===== src/rtl/sgcsr_defs.svh =====
// offsets, field positions and fixed values of the serial-if registers
`ifndef SGCSR_DEFS_SVH
`define SGCSR_DEFS_SVH
`define SGCSR_NCH          2
`define SGCSR_AW           8
`define SGCSR_CH_BIT       7
`define SGCSR_OFF_ID       7'h00
`define SGCSR_OFF_RST      7'h04
`define SGCSR_OFF_CTL      7'h10
`define SGCSR_OFF_STS      7'h14
`define SGCSR_OFF_ADV      7'h18
`define SGCSR_OFF_LP       7'h20
`define SGCSR_RST_SOFT     0
`define SGCSR_RST_TXRX     1
`define SGCSR_CTL_NEG_EN   0
`define SGCSR_CTL_RESTART  1
`define SGCSR_CTL_LOOP     4
`define SGCSR_CTL_MASTER   5
`define SGCSR_STS_LINK     0
`define SGCSR_STS_FAULT    1
`define SGCSR_STS_DONE     2
`define SGCSR_STS_LOCK     4
`define SGCSR_CW_LINK      15
`define SGCSR_CW_ACK       14
`define SGCSR_CW_FDX       12
`define SGCSR_CW_SPD_HI    11
`define SGCSR_CW_SPD_LO    10
`define SGCSR_SPD_GIG      2'h2
`define SGCSR_ID_CODE      16'h5a3c
`define SGCSR_RTL_REV      5'h00
`define SGCSR_MAJ_REV      3'h1
`define SGCSR_MIN_REV      8'h01
`endif


===== src/rtl/sgcsr_pkg.sv =====
// types shared by the serial-if register bank
package sgcsr_pkg;
    typedef enum logic [1:0] {NEG_OFF, NEG_WAIT, NEG_DONE} sgcsr_neg_t;
    typedef logic [15:0] sgcsr_word_t;
endpackage


===== src/rtl/sgcsr_chan_if.sv =====
// control and status bundle between register bank and channel logic
`timescale 1ns/1ps
`default_nettype none
interface sgcsr_chan_if;
    import sgcsr_pkg::*;
    logic        soft_rst;
    logic        txrx_rst;
    logic        neg_en;
    logic        restart;
    logic        master;
    sgcsr_word_t local_word;
    logic        lock;
    logic        done;
    logic        fault;
    logic        link;
    sgcsr_word_t partner_word;
    logic [1:0]  speed;
    logic        fdx;
    modport regs (output soft_rst, txrx_rst, neg_en, restart, master,
                  local_word, input lock, done, fault, link,
                  partner_word, speed, fdx);
    modport chan (input soft_rst, txrx_rst, neg_en, restart, master,
                  local_word, output lock, done, fault, link,
                  partner_word, speed, fdx);
endinterface // sgcsr_chan_if
`default_nettype wire


===== src/rtl/sgcsr_top.sv =====
// apb register bank for two serial-if channels
// Notes on behaviour
// - writing one to soft reset clears the channel at once; reads zero.
// - txrx reset bit holds tx and rx in reset until written zero.
// - master mode takes speed and duplex from the local word.
// - loopback bit clocks rx from the tx clock.
// - writing one then zero to restart restarts negotiation.
// - negotiation runs only while the enable bit is one.
// - lock status follows the lock pin.
// - done bit is one after negotiation, gated by lock.
// - fault bit flags half duplex gigabit, gated by lock.
// - link bit shows link up, gated by lock.
// - 16-bit local word is read/write, upper bits read zero.
// - mac word: link, ack, 0, duplex, speed, zeros, one.
// - phy word: only ack bit and bit zero set.
// - partner word is read only at its own offset.
// - two identical, separately addressed channels.
// - id register holds code, rtl, major and minor revisions.
// - partner word reads valid only once negotiation is done.
//
// The implementer's own choice: the APB interface to the registers.
`timescale 1ns/1ps
`default_nettype none
`include "sgcsr_defs.svh"
module sgcsr_top
    import sgcsr_pkg::*;
(
    input  wire logic                   pclk,
    input  wire logic                   presetn,
    input  wire logic                   psel,
    input  wire logic                   penable,
    input  wire logic                   pwrite,
    input  wire logic [`SGCSR_AW-1:0]   paddr,
    input  wire logic [31:0]            pwdata,
    output logic      [31:0]            prdata,
    output logic                        pready,
    output logic                        pslverr,
    input  wire logic [1:0]             lock_pin,
    input  wire logic [1:0]             rx_cfg_valid,
    input  wire logic [1:0][15:0]       rx_cfg_word,
    output logic      [1:0]             soft_reset_pulse,
    output logic      [1:0]             txrx_reset,
    output logic      [1:0]             loopback_en,
    output logic      [1:0]             neg_enable,
    output logic      [1:0]             neg_restart_pulse,
    output logic      [1:0][15:0]       tx_cfg_word,
    output logic      [1:0][1:0]        link_speed,
    output logic      [1:0]             link_full_duplex,
    output logic      [1:0]             link_up
);
    localparam int NCH = `SGCSR_NCH;

    // per-channel control state
    logic [NCH-1:0]       soft_r;
    logic [NCH-1:0]       txrx_r;
    logic [NCH-1:0]       neg_en_r;
    logic [NCH-1:0]       restart_r;
    logic [NCH-1:0]       restart_pls_r;
    logic [NCH-1:0]       loop_r;
    logic [NCH-1:0]       master_r;
    sgcsr_word_t          adv_r [NCH];

    // status gathered back from the channel logic
    logic [NCH-1:0]       lock_s;
    logic [NCH-1:0]       done_s;
    logic [NCH-1:0]       fault_s;
    logic [NCH-1:0]       link_s;
    sgcsr_word_t          lp_s  [NCH];

    // bus side
    logic                 pready_r;
    logic                 pslverr_r;
    logic [31:0]          prdata_r;
    logic                 setup;
    logic                 wr_en;
    logic                 ch_sel;
    logic [6:0]           off;
    logic [31:0]          rd_word;
    logic                 dec_err;

    // one strobe per register, shared by the read decode and the per-channel write strobes
    logic                 hit_id;
    logic                 hit_rst;
    logic                 hit_ctl;
    logic                 hit_sts;
    logic                 hit_adv;
    logic                 hit_lp;
    logic [NCH-1:0]       wr_ch;
    logic [NCH-1:0]       wr_rst;
    logic [NCH-1:0]       wr_soft;
    logic [NCH-1:0]       wr_ctl;
    logic [NCH-1:0]       wr_adv;

    assign ch_sel = paddr[`SGCSR_CH_BIT];
    assign off    = paddr[6:0];

    // setup phase seen once; pready then rises for the access phase
    assign setup  = psel && !penable && !pready_r;
    assign wr_en  = psel && penable && pready_r && pwrite;

    // offset decode; anything unlisted is a hole in the map
    always_comb begin
        hit_id  = 1'b0;
        hit_rst = 1'b0;
        hit_ctl = 1'b0;
        hit_sts = 1'b0;
        hit_adv = 1'b0;
        hit_lp  = 1'b0;
        if (off == `SGCSR_OFF_ID) begin
            hit_id = 1'b1;
        end else if (off == `SGCSR_OFF_RST) begin
            hit_rst = 1'b1;
        end else if (off == `SGCSR_OFF_CTL) begin
            hit_ctl = 1'b1;
        end else if (off == `SGCSR_OFF_STS) begin
            hit_sts = 1'b1;
        end else if (off == `SGCSR_OFF_ADV) begin
            hit_adv = 1'b1;
        end else if (off == `SGCSR_OFF_LP) begin
            hit_lp = 1'b1;
        end
    end

    // per-channel write strobes, qualified once; the restart pulse process decodes ctl writes itself
    always_comb begin
        wr_ch   = '0;
        wr_rst  = '0;
        wr_soft = '0;
        wr_ctl  = '0;
        wr_adv  = '0;
        for (int i = 0; i < NCH; i++) begin
            wr_ch[i]   = wr_en && ch_sel == i[0];
            wr_rst[i]  = wr_ch[i] && hit_rst;
            wr_soft[i] = wr_rst[i] && pwdata[`SGCSR_RST_SOFT];
            wr_ctl[i]  = wr_ch[i] && hit_ctl;
            wr_adv[i]  = wr_ch[i] && hit_adv;
        end
    end

    // read decode for the addressed channel
    always_comb begin
        rd_word = 32'h0000_0000;
        dec_err = 1'b0;
        if (hit_id) begin
            rd_word = {`SGCSR_ID_CODE, `SGCSR_RTL_REV,
                       `SGCSR_MAJ_REV, `SGCSR_MIN_REV};
        end else if (hit_rst) begin
            // soft reset bit never reads back
            rd_word[`SGCSR_RST_SOFT] = 1'b0;
            rd_word[`SGCSR_RST_TXRX] = txrx_r[ch_sel];
        end else if (hit_ctl) begin
            rd_word[`SGCSR_CTL_NEG_EN]  = neg_en_r[ch_sel];
            rd_word[`SGCSR_CTL_RESTART] = restart_r[ch_sel];
            rd_word[`SGCSR_CTL_LOOP]    = loop_r[ch_sel];
            rd_word[`SGCSR_CTL_MASTER]  = master_r[ch_sel];
        end else if (hit_sts) begin
            // flags lag lock by a cycle, so gate them here too
            rd_word[`SGCSR_STS_LOCK]  = lock_s[ch_sel];
            rd_word[`SGCSR_STS_DONE]  = done_s[ch_sel];
            rd_word[`SGCSR_STS_FAULT] = fault_s[ch_sel] &&
                                        lock_s[ch_sel];
            rd_word[`SGCSR_STS_LINK]  = link_s[ch_sel] &&
                                        lock_s[ch_sel];
        end else if (hit_adv) begin
            rd_word[15:0] = adv_r[ch_sel];
        end else if (hit_lp) begin
            // stale partner words are hidden until negotiation ends
            if (done_s[ch_sel])
                rd_word[15:0] = lp_s[ch_sel];
        end else begin
            dec_err = 1'b1;
        end
    end

    // apb answer: no wait states, outputs straight from flops
    always_ff @(posedge pclk or negedge presetn) begin
        if (!presetn) begin
            pready_r  <= 1'b0;
            pslverr_r <= 1'b0;
            prdata_r  <= 32'h0000_0000;
        end else begin
            pready_r <= setup;
            if (setup) begin
                pslverr_r <= dec_err;
                prdata_r  <= pwrite ? 32'h0000_0000 : rd_word;
            end else if (!psel) begin
                pslverr_r <= 1'b0;
            end
        end
    end

    assign prdata  = prdata_r;
    assign pready  = pready_r;
    assign pslverr = pslverr_r;

    // soft bit is only a one-cycle pulse
    always_ff @(posedge pclk or negedge presetn) begin
        if (!presetn) begin
            soft_r <= '0;
        end else begin
            for (int i = 0; i < NCH; i++) begin
                soft_r[i] <= wr_soft[i];
            end
        end
    end

    // hold level stays until software writes zero or sets the soft reset bit
    always_ff @(posedge pclk or negedge presetn) begin
        if (!presetn) begin
            txrx_r <= '0;
        end else begin
            for (int i = 0; i < NCH; i++) begin
                if (wr_rst[i])
                    txrx_r[i] <= pwdata[`SGCSR_RST_TXRX] &&
                                 !pwdata[`SGCSR_RST_SOFT];
            end
        end
    end

    // negotiation enable; a soft reset write clears it on the same edge
    always_ff @(posedge pclk or negedge presetn) begin
        if (!presetn) begin
            neg_en_r <= '0;
        end else begin
            for (int i = 0; i < NCH; i++) begin
                if (wr_soft[i])
                    neg_en_r[i] <= 1'b0;
                else if (wr_ctl[i])
                    neg_en_r[i] <= pwdata[`SGCSR_CTL_NEG_EN];
            end
        end
    end

    // restart level, kept so that its falling step can be seen
    always_ff @(posedge pclk or negedge presetn) begin
        if (!presetn) begin
            restart_r <= '0;
        end else begin
            for (int i = 0; i < NCH; i++) begin
                if (wr_soft[i])
                    restart_r[i] <= 1'b0;
                else if (wr_ctl[i])
                    restart_r[i] <= pwdata[`SGCSR_CTL_RESTART];
            end
        end
    end

    // internal loopback select
    always_ff @(posedge pclk or negedge presetn) begin
        if (!presetn) begin
            loop_r <= '0;
        end else begin
            for (int i = 0; i < NCH; i++) begin
                if (wr_soft[i])
                    loop_r[i] <= 1'b0;
                else if (wr_ctl[i])
                    loop_r[i] <= pwdata[`SGCSR_CTL_LOOP];
            end
        end
    end

    // master select: resolve speed and duplex from the local word
    always_ff @(posedge pclk or negedge presetn) begin
        if (!presetn) begin
            master_r <= '0;
        end else begin
            for (int i = 0; i < NCH; i++) begin
                if (wr_soft[i])
                    master_r[i] <= 1'b0;
                else if (wr_ctl[i])
                    master_r[i] <= pwdata[`SGCSR_CTL_MASTER];
            end
        end
    end

    // restart fires on the one-to-zero step of the control bit
    always_ff @(posedge pclk or negedge presetn) begin
        if (!presetn) begin
            restart_pls_r <= '0;
        end else begin
            for (int i = 0; i < NCH; i++) begin
                restart_pls_r[i] <= wr_en && ch_sel == i[0] &&
                    off == `SGCSR_OFF_CTL && restart_r[i] &&
                    !pwdata[`SGCSR_CTL_RESTART];
            end
        end
    end

    // local ability word; its link, duplex and speed fields drive resolution in master or forced mode
    always_ff @(posedge pclk or negedge presetn) begin
        if (!presetn) begin
            for (int i = 0; i < NCH; i++)
                adv_r[i] <= 16'h0000;
        end else begin
            for (int i = 0; i < NCH; i++) begin
                if (wr_soft[i])
                    adv_r[i] <= 16'h0000;
                else if (wr_adv[i])
                    adv_r[i] <= pwdata[15:0];
            end
        end
    end

    // one channel logic block per register set
    generate
        for (genvar g = 0; g < NCH; g++) begin : g_ch
            sgcsr_chan_if cif ();

            assign cif.soft_rst   = soft_r[g];
            assign cif.txrx_rst   = txrx_r[g];
            assign cif.neg_en     = neg_en_r[g];
            assign cif.restart    = restart_pls_r[g];
            assign cif.master     = master_r[g];
            assign cif.local_word = adv_r[g];

            sgcsr_chan u_chan (
                .pclk         (pclk),
                .presetn      (presetn),
                .lock_pin     (lock_pin[g]),
                .rx_cfg_valid (rx_cfg_valid[g]),
                .rx_cfg_word  (rx_cfg_word[g]),
                .cif          (cif.chan)
            );

            assign lock_s[g]  = cif.lock;
            assign done_s[g]  = cif.done;
            assign fault_s[g] = cif.fault;
            assign link_s[g]  = cif.link;
            assign lp_s[g]    = cif.partner_word;

            // link-facing controls, all flop-driven
            assign soft_reset_pulse[g]  = soft_r[g];
            assign txrx_reset[g]        = txrx_r[g];
            assign loopback_en[g]       = loop_r[g];
            assign neg_enable[g]        = neg_en_r[g];
            assign neg_restart_pulse[g] = restart_pls_r[g];
            assign tx_cfg_word[g]       = adv_r[g];
            assign link_speed[g]        = cif.speed;
            assign link_full_duplex[g]  = cif.fdx;
            assign link_up[g]           = cif.link;
        end
    endgenerate
endmodule // sgcsr_top
`default_nettype wire


===== src/rtl/sgcsr_chan.sv =====
// per-channel lock synchroniser, negotiation tracker and resolution
`timescale 1ns/1ps
`default_nettype none
`include "sgcsr_defs.svh"
module sgcsr_chan
    import sgcsr_pkg::*;
(
    input  wire logic   pclk,
    input  wire logic   presetn,
    input  wire logic   lock_pin,
    input  wire logic   rx_cfg_valid,
    input  wire logic [15:0] rx_cfg_word,
    sgcsr_chan_if.chan  cif
);
    logic        lock_meta_r;
    logic        lock_r;
    sgcsr_neg_t  st_r;
    sgcsr_word_t lp_r;
    sgcsr_word_t res;
    logic        flt_r;
    logic        lnk_r;
    logic [1:0]  spd_r;
    logic        fdx_r;

    // two-stage synchroniser for the pin
    always_ff @(posedge pclk or negedge presetn) begin
        if (!presetn) begin
            lock_meta_r <= 1'b0;
            lock_r      <= 1'b0;
        end else begin
            lock_meta_r <= lock_pin;
            lock_r      <= lock_meta_r;
        end
    end

    // negotiation tracker, resets win over everything
    always_ff @(posedge pclk or negedge presetn) begin
        if (!presetn) begin
            st_r <= NEG_OFF;
            lp_r <= '0;
        end else if (cif.soft_rst || cif.txrx_rst || !cif.neg_en) begin
            st_r <= NEG_OFF;
            if (cif.soft_rst)
                lp_r <= '0;
        end else if (cif.restart) begin
            st_r <= NEG_WAIT;
            lp_r <= '0;
        end else begin
            case (st_r)
                NEG_OFF: st_r <= NEG_WAIT;
                NEG_WAIT: begin
                    if (rx_cfg_valid && rx_cfg_word[`SGCSR_CW_ACK]) begin
                        st_r <= NEG_DONE;
                        lp_r <= rx_cfg_word;
                    end
                end
                default: st_r <= st_r;
            endcase
        end
    end

    // master or forced link resolves from the local word
    assign res = (cif.master || !cif.neg_en) ? cif.local_word : lp_r;

    always_ff @(posedge pclk or negedge presetn) begin
        if (!presetn) begin
            spd_r <= 2'h0;
            fdx_r <= 1'b0;
            flt_r <= 1'b0;
            lnk_r <= 1'b0;
        end else begin
            spd_r <= res[`SGCSR_CW_SPD_HI:`SGCSR_CW_SPD_LO];
            fdx_r <= res[`SGCSR_CW_FDX];
            // half duplex at gigabit raises the fault flag; the link is not held down
            flt_r <= lock_r && res[`SGCSR_CW_SPD_HI:`SGCSR_CW_SPD_LO] ==
                     `SGCSR_SPD_GIG && !res[`SGCSR_CW_FDX];
            lnk_r <= lock_r && !cif.txrx_rst && res[`SGCSR_CW_LINK] &&
                     (st_r == NEG_DONE || !cif.neg_en);
        end
    end

    assign cif.lock         = lock_r;
    assign cif.done         = lock_r && st_r == NEG_DONE;
    assign cif.fault        = flt_r;
    assign cif.link         = lnk_r;
    assign cif.partner_word = lp_r;
    assign cif.speed        = spd_r;
    assign cif.fdx          = fdx_r;
endmodule // sgcsr_chan
`default_nettype wire


===== config.mk =====
export PLATFORM = sky130hd
export DESIGN_NAME = sgcsr_top
export DESIGN_NICKNAME = d
export VERILOG_FILES = /design/src/rtl/sgcsr_pkg.sv /design/src/rtl/sgcsr_chan_if.sv /design/src/rtl/sgcsr_top.sv /design/src/rtl/sgcsr_chan.sv
export VERILOG_INCLUDE_DIRS = /design/src /design/src/rtl
export SDC_FILE = /design/constraint.sdc
export NUM_CORES = 1
export LEC_CHECK = 0
export ABC_CLOCK_PERIOD_IN_PS = 3400
export BUFFER_PORTS_ARGS = -buffer_cell sky130_fd_sc_hd__buf_2
export CAP_MARGIN = 20
export CORE_UTILIZATION = 45
export DETAILED_ROUTE_END_ITERATION = 8
export PLACE_DENSITY = 0.77
export SYNTH_ARGS = -nofsm -noshare
export SYNTH_HDL_FRONTEND = slang
export SYNTH_SLANG_ARGS = --single-unit
export TNS_END_PERCENT = 20

===== constraint.sdc =====
create_clock -name pclk -period 3.4 [get_ports pclk]
set_input_delay 0.34 -clock pclk [delete_from_list [all_inputs] [get_ports pclk]]
set_output_delay 0.34 -clock pclk [all_outputs]
set_load 0.01 [all_outputs]

==> metrics, run 1 <==
status=finished, final reports clean; Fin. Hold Viols=0; post-route clock period utilization=0.6406; Overflow after GRT=0; die height=about 110 um; CP endpoint kind=register; site row count=40; Avg Inst Size Synth=10.67 um^2; Placer Congestion=0.8875; Crit path arrival time=2.49 ns; f_max=between 400 and 500 MHz; Int Power=2649 uW; leakage=0.003342 uW; TNS Setup=0 ns; switching power=752.1 uW; Max rail drop VDD=approximately 0.00027 V; Nets=735; total power=3401 uW; Crit Path Max Fanout=9; # port buffers=140; Layout Utilization=0.5744; sequential power share=0.407; width of the die=approximately 110 um; Starting Density=0.4692; RSZ-0062 raised after global routing=no; kind of critical path=register to register; area leader, netlist=dfrtp_1; largest net degree at the start of global routing=63; multi-input combinational cell area=0.002345 mm^2; hold crit path type=input port to register; Crit path required time=3.71 ns; global-route wire length before repair=between 20 and 25 mm; Netlist cell types=52; CTS tree=built; total track usage=0.2514; routed via count=4670; minimum clock period=2.178 ns; top cells by count, synth=dfrtp_1 (115), mux2i_1 (74), nand2_1 (48); fin. max-slew vios=0; antenna fix cells=0; Syn Std Cell Area=0.005707 mm^2; Filler cells=approximately 1000; per-cell routed wire length=approximately 19 um; Post-Syn Instances=535; clk buf depth=2; Die ar.=between 0.01 and 0.015 mm^2; post-route design area=0.006985 mm^2; post-route ant nets=0; detailed-route vias per instance=5.593; Post-synth EDFFs=0; Hold WS=0.03453 ns; Comb pwr share=0.047; skew final=slightly below 0.009 ns; number of global-route vias before repair=4707; flops & latches, synth=115; register area=0.002878 mm^2; Max-cap violations=0; Clk pwr share=0.546; number of H-tree levels=4; # clock sinks=between 100 and 150; Area growth, synth to finish=22.41%; most used flip-flop cell after synthesis=dfrtp_1; DRC marker count from the first detailed-route iteration=403; most common cell in the netlist=dfrtp_1; synthesis warning total=0; final setup fails=0; PwrDens=~490 mW/mm^2; total wire length=15.80 mm; worst slew margin relative to its limit=0.4563; layout cells sized above 1=0.2924; synth top area cells=dfrtp_1 (50%), mux2i_1 (13%), a22o_1 (5.2%); sequential share of the synthesized area=0.5043; Boundary Pins=between 150 and 200; setup repair bufs after CTS=0; initial antenna violation count=0; CP startpoint kind=register; core area=between 0.01 and 0.015 mm^2; switching share of power=0.2211; Skew-Pair Late Insertion Delay=roughly 0.41 ns; Root Buffer=clkbuf_16; Yosys top cell area share=0.5043; Final HPWL DP=around 11 mm; clock buffers created by TritonCTS=17; Pre-antenna DRT Iters=5; Placement Cell Area=0.006355 mm^2; Async SR Flop Fraction=1.000; Worst Tran Pin Value=0.8093 ns; Clock transition at path regs=0.06 ns; # DRC=0
final timing paths:
check                                            from  cells after the start  slack, ns                             endpoint
max in group asynchronous                     presetn                      3       2.10            g_ch[0].cif.local_word[8]
max                                     txrx_reset[1]                      5       1.22  g_ch[1].u_chan.cif.partner_word[12]
min                                       lock_pin[1]                      1       0.03           g_ch[1].u_chan.lock_meta_r
min reg2reg                g_ch[0].u_chan.lock_meta_r                      0       0.35              g_ch[0].u_chan.cif.lock
max reg2reg                             txrx_reset[1]                      5       1.22  g_ch[1].u_chan.cif.partner_word[12]
min in group asynchronous                     presetn                      2       0.52   g_ch[1].u_chan.cif.partner_word[1]
final cells by class:
type / instances / share of cell area
Inverter: 39 / 0.02096
Multi-Input combinational cell: 332 / 0.3357
Clock inverter: 11 / 0.02149
Sequential cell: 115 / 0.4120
Clock buffer: 21 / 0.06735
Timing Repair Buffer: 149 / 0.1125
Tap cell: 168 / 0.03009
power groups by stage:
| stage | Sequential, uW | Clock (uW) | Combinational, uW |
|---|---|---|---|
| after floorplan | 1410 | 0 | 69.8 |
| after global placement | 1410 | 0 | 156 |
| after detailed placement | 1410 | 0 | 160 |
| after CTS | 1380 | 1870 | 161 |
| after global routing | 1380 | 1950 | 176 |
| final | 1380 | 1860 | 161 |
metrics by stage:
| step | setup slack, ns | instances |
|---|---|---|
| 2_1_floorplan | 1.600 | 542 |
| 3_3_place_gp | 1.057 | 802 |
| 3_5_place_dp | 1.021 | 802 |
| 4_1_cts | 1.199 | 835 |
| 5_1_grt | 1.122 | 835 |
| 6_report | 1.222 | 835 |
logic make-up (layout without fill, tap and decap cells):
kind of cell | count (synthesis) | count (layout) | synth area share
mux | 78 | 78 | 0.1377
simple gates | 135 | 135 | 0.1278
flops | 115 | 115 | 0.5043
other cells | 1 | 8 | 0.0006571
compound gates | 111 | 111 | 0.1401
buf+inv | 95 | 220 | 0.08945
sequential cells by signal, summed over array words and instances, names as in the netlist, 4 cells and up:
signal / count
g_ch.u_chan.cif.partner_word: 32
g_ch.u_chan.st_r: 4
prdata: 17
g_ch.cif.local_word: 32
g_ch.u_chan.cif.speed: 4
timing repair:
item | CTS | global route
resized for setup | 0 | 0
hold buffers | 1 | 0
endpoints found under the hold margin | 8 | 0
critical path: stages (launching register included):
cell and delay, ns:
dfrtp_1 0.48, or3b_2 0.55, nor2_1 0.48, buf_4 0.29, nand2_1 0.08, mux2i_1 0.19
cells in the final DEF (no fill, tap or decap), types with 15 or more instances in the layout:
cell,instances
buf_2,139
dfrtp_1,115
mux2i_1,74
nand2_1,48
inv_1,39
a22o_1,34
nor2_1,22
o21ai_0,17
clkbuf_16,17
o22ai_1,15
metal layers:
layer	up-vias	global-route usage	part of all wire
li1	2117	-	-
met1	2289	0.3229	0.42
met2	234	0.3984	0.48
met3	30	0.06935	0.080
met4	0	0.1100	0.024
met5	-	0	0
Power figures use the tool's default switching activity.
==> run 2, diff against run 1 <==
--- a/config.mk
+++ b/config.mk
@@ -6,12 +6,12 @@
 export SDC_FILE = /design/constraint.sdc
 export NUM_CORES = 1
 export LEC_CHECK = 0
-export ABC_CLOCK_PERIOD_IN_PS = 3400
+export ABC_CLOCK_PERIOD_IN_PS = 1800
 export BUFFER_PORTS_ARGS = -buffer_cell sky130_fd_sc_hd__buf_2
 export CAP_MARGIN = 20
 export CORE_UTILIZATION = 45
 export DETAILED_ROUTE_END_ITERATION = 8
-export PLACE_DENSITY = 0.77
+export PLACE_DENSITY = 0.8
 export SYNTH_ARGS = -nofsm -noshare
 export SYNTH_HDL_FRONTEND = slang
 export SYNTH_SLANG_ARGS = --single-unit
==> constraint.sdc (replaced) <==
create_clock -name pclk -period 1.8 [get_ports pclk]
set_input_delay 0.18 -clock pclk [delete_from_list [all_inputs] [get_ports pclk]]
set_output_delay 0.18 -clock pclk [all_outputs]
set_load 0.01 [all_outputs]
==> run 2 against run 1 <==
Net effect:
- the run now ends with setup timing left
- non-clock buffer count increased by 54
- sequential power increased by 89%
- global-route usage rose by 0.36 points
- setup slack worse by 1.3 ns
- combinational power rose by 120%
- hold slack worse by 0.026 ns
- die area unchanged
- critical path depth did not move
- highest routed layer unchanged
==> metrics, run 2 (synthesis results as in run 1) <==
Worst Tran Pin Value=0.7553 ns (-0.05402 ns); kind of critical path=register to register; Clk pwr share=0.533 (-0.013); fin. max-slew vios=0 (unchanged); Max-cap violations=0 (unchanged); Starting Density=0.4692 (unchanged); number of global-route vias before repair=4744 (+0.79%); largest net degree at the start of global routing=73 (+16%); Area growth, synth to finish=32.12%; most frequent cells in the layout=buf_2 (139), dfrtp_1 (115), mux2i_1 (74); die height=114.6 um (unchanged); minimum clock period=1.886 ns (-0.2922 ns); sequential power share=0.410 (+0.003); Placer Congestion=0.8765 (-1.2%); hold crit path type=input port to register; most used routing layer=met2; routed via count=4851 (+3.9%); CP startpoint kind=register; worst slew margin relative to its limit=0.4937 (+0.03742); worst r2r src=g_ch[0].u_chan.st_r[0]; Fin. Hold Viols=0 (unchanged); total wire length=16.28 mm (+3.0%); CP bufs+invs=1 (unchanged); Crit path required time=2.14 ns (-1.57 ns); switching share of power=0.2304 (+0.009226); Setup Slack @ Placement=-0.3182 ns (-1.339 ns); Reg2Reg Setup Slack=-0.09 ns (-1.31 ns); site row count=40 (unchanged); width of the die=114.6 um (unchanged); Worst Hold Endpoint=g_ch[1].u_chan.cif.partner_word[8]; Hold WS=0.008253 ns (-0.02627 ns); initial antenna violation count=0 (unchanged); crit-path leading delay family=compound AO/OA/AOI/OAI gates; layout cells sized above 1=0.3523 (+0.05993); Max rail drop VDD=0.0006265 V (+130%); # port buffers=140 (unchanged); RR Endpoint=prdata[10]; per-cell routed wire length=18.31 um (-3.2%); worst hold stages=3 (+2); CP Cell Sequence=or4bb_4 -> a211o_4 -> buf_8 -> o22ai_4 -> a22o_1; PwrDens=843.4 mW/mm^2 (+73%); Crit Path Max Fanout=9 (unchanged); Overflow after GRT=0 (unchanged); number of H-tree levels=4 (unchanged); Reg2Reg Depth=5 (unchanged); Worst Slack Setup Final=-0.08566 ns (-1.308 ns); Skew-Pair Late Insertion Delay=0.42 ns (about the same); clk buf depth=2 (unchanged); # DRC=0 (unchanged); post-route ant nets=0 (unchanged); GRT met2 Usage=0.4117 (+0.01333); Int Power=4894 uW (+85%); antenna fix cells=0 (unchanged); switching power=1465 uW (+95%); failing checks=setup timing; most common cell after layout, fill and taps aside=buf_2; CTS tree=built; final setup fails=9 (+9); Clock transition at path regs=0.06 ns (about the same); max incr delay on CP=0.60 ns (+0.05 ns); total power=6359 uW (+87%); Pre-antenna DRT Iters=5 (unchanged); GRT met1 Usage=0.3413 (+0.01837); Die ar.=0.01314 mm^2 (unchanged); Nets=789 (+7.3%); # clock sinks=115 (unchanged); core area=0.01216 mm^2 (unchanged); post-route clock period utilization=1.048 (+0.4070); CP endpoint kind=register; Final HPWL DP=11.85 mm (+8.3%); DRC marker count from the first detailed-route iteration=462 (+15%); hold path start=rx_cfg_word[24]; Slowest-stage cell, CP=or4bb_4; global-route wire length before repair=25.14 mm (+1.4%); RSZ-0062 raised after global routing=yes; Crit path arrival time=2.23 ns (-0.26 ns); Filler cells=960 (-4.1%); Root Buffer=clkbuf_16; post-route design area=0.007540 mm^2 (+7.9%); skew final=0.01030 ns (+0.001373 ns); total track usage=0.2550 (+0.003574); Placement Cell Area=0.006748 mm^2 (+6.2%); Comb pwr share=0.056 (+0.009); Boundary Pins=165 (unchanged); detailed-route vias per instance=5.457 (-2.4%); status=finished with violations; clock buffers created by TritonCTS=17 (unchanged); f_max=530.3 MHz (+15%); met3 track demand over resource=0.05400 (-0.01535); leakage=0.003623 uW (+8.4%)
run 2: cell count changes in the layout (fill, tap and decap cells not counted), sizes merged:
cell / previous run / this run
buf: 148 / 194
bufinv: 3 / 2
clkinv: 4 / 5
clkbuf: 21 / 20
clkinvlp: 2 / 3
dlygate4sd3: 1 / 9
run 2: layer usage:
metal | vias up | part of all wire
met4 | 0 | 0.021
met2 | 196 | 0.49
met1 | 2397 | 0.43
met3 | 31 | 0.058
li1 | 2227 | -
met5 | - | 0
run 2: through the flow:
step,TNS (ns),util,std cells
CTS,-0.007179,0.6143,888
finish,-0.2850,0.6200,889
detailed placement,-8.918,0.5548,846
global placement,-9.386,0.5548,846
floorplan,0,-,542
global route,-0.8549,0.6200,889
run 2: worst reg2reg max path, cell delays in order (launching register included):
cell and delay [ns]:
dfrtp_1 0.38, or4bb_4 0.60, a211o_4 0.38, buf_8 0.15, o22ai_4 0.12, a22o_1 0.18
run 2: final cells by class:
| type | instances | area, um^2 | area share |
|---|---|---|---|
| Clock buffer | 20 | 466.7 | 0.06190 |
| Clock inverter | 12 | 128.9 | 0.01709 |
| Inverter | 39 | 146.4 | 0.01942 |
| Multi-Input combinational cell | 332 | 2425 | 0.3216 |
| Sequential cell | 115 | 2878 | 0.3817 |
| Tap cell | 168 | 210.2 | 0.02788 |
| Timing Repair Buffer | 203 | 1285 | 0.1704 |
run 2: how the worst max path moves through the flow:
stage / start / endpoint / slack, ns / cells after the start
6_report: g_ch[0].u_chan.st_r[0] / prdata[10] / -0.09 / 5
5_1_grt: g_ch[0].u_chan.st_r[0] / prdata[10] / -0.13 / 5
4_1_cts: g_ch[0].u_chan.st_r[0] / prdata[13] / -0.006 / 5
3_5_place_dp: pready / prdata[5] / -0.32 / 3
3_3_place_gp: paddr[5] / g_ch[1].cif.local_word[7] / -0.29 / 7
2_1_floorplan: pready / txrx_reset[0] / 0.05 / 4
run 2: what timing repair did:
| action | CTS | global route |
|---|---|---|
| pin swaps | 2 | 5 |
| cloned | 0 | 0 |
| endpoints found under the hold margin | 123 | 0 |
| setup endpoints to repair | 12 | 19 |
| resized for setup | 7 | 10 |
| setup buffers | 1 | 1 |
| hold buffers | 9 | 0 |
run 2: power groups by stage:
stage | clock, uW | combinational [uW] | sequential (uW)
final | 3390 | 359 | 2610
after global routing | 3540 | 393 | 2610
after CTS | 3410 | 357 | 2610
after detailed placement | 0 | 340 | 2650
after global placement | 0 | 331 | 2650
after floorplan | 0 | 132 | 2660
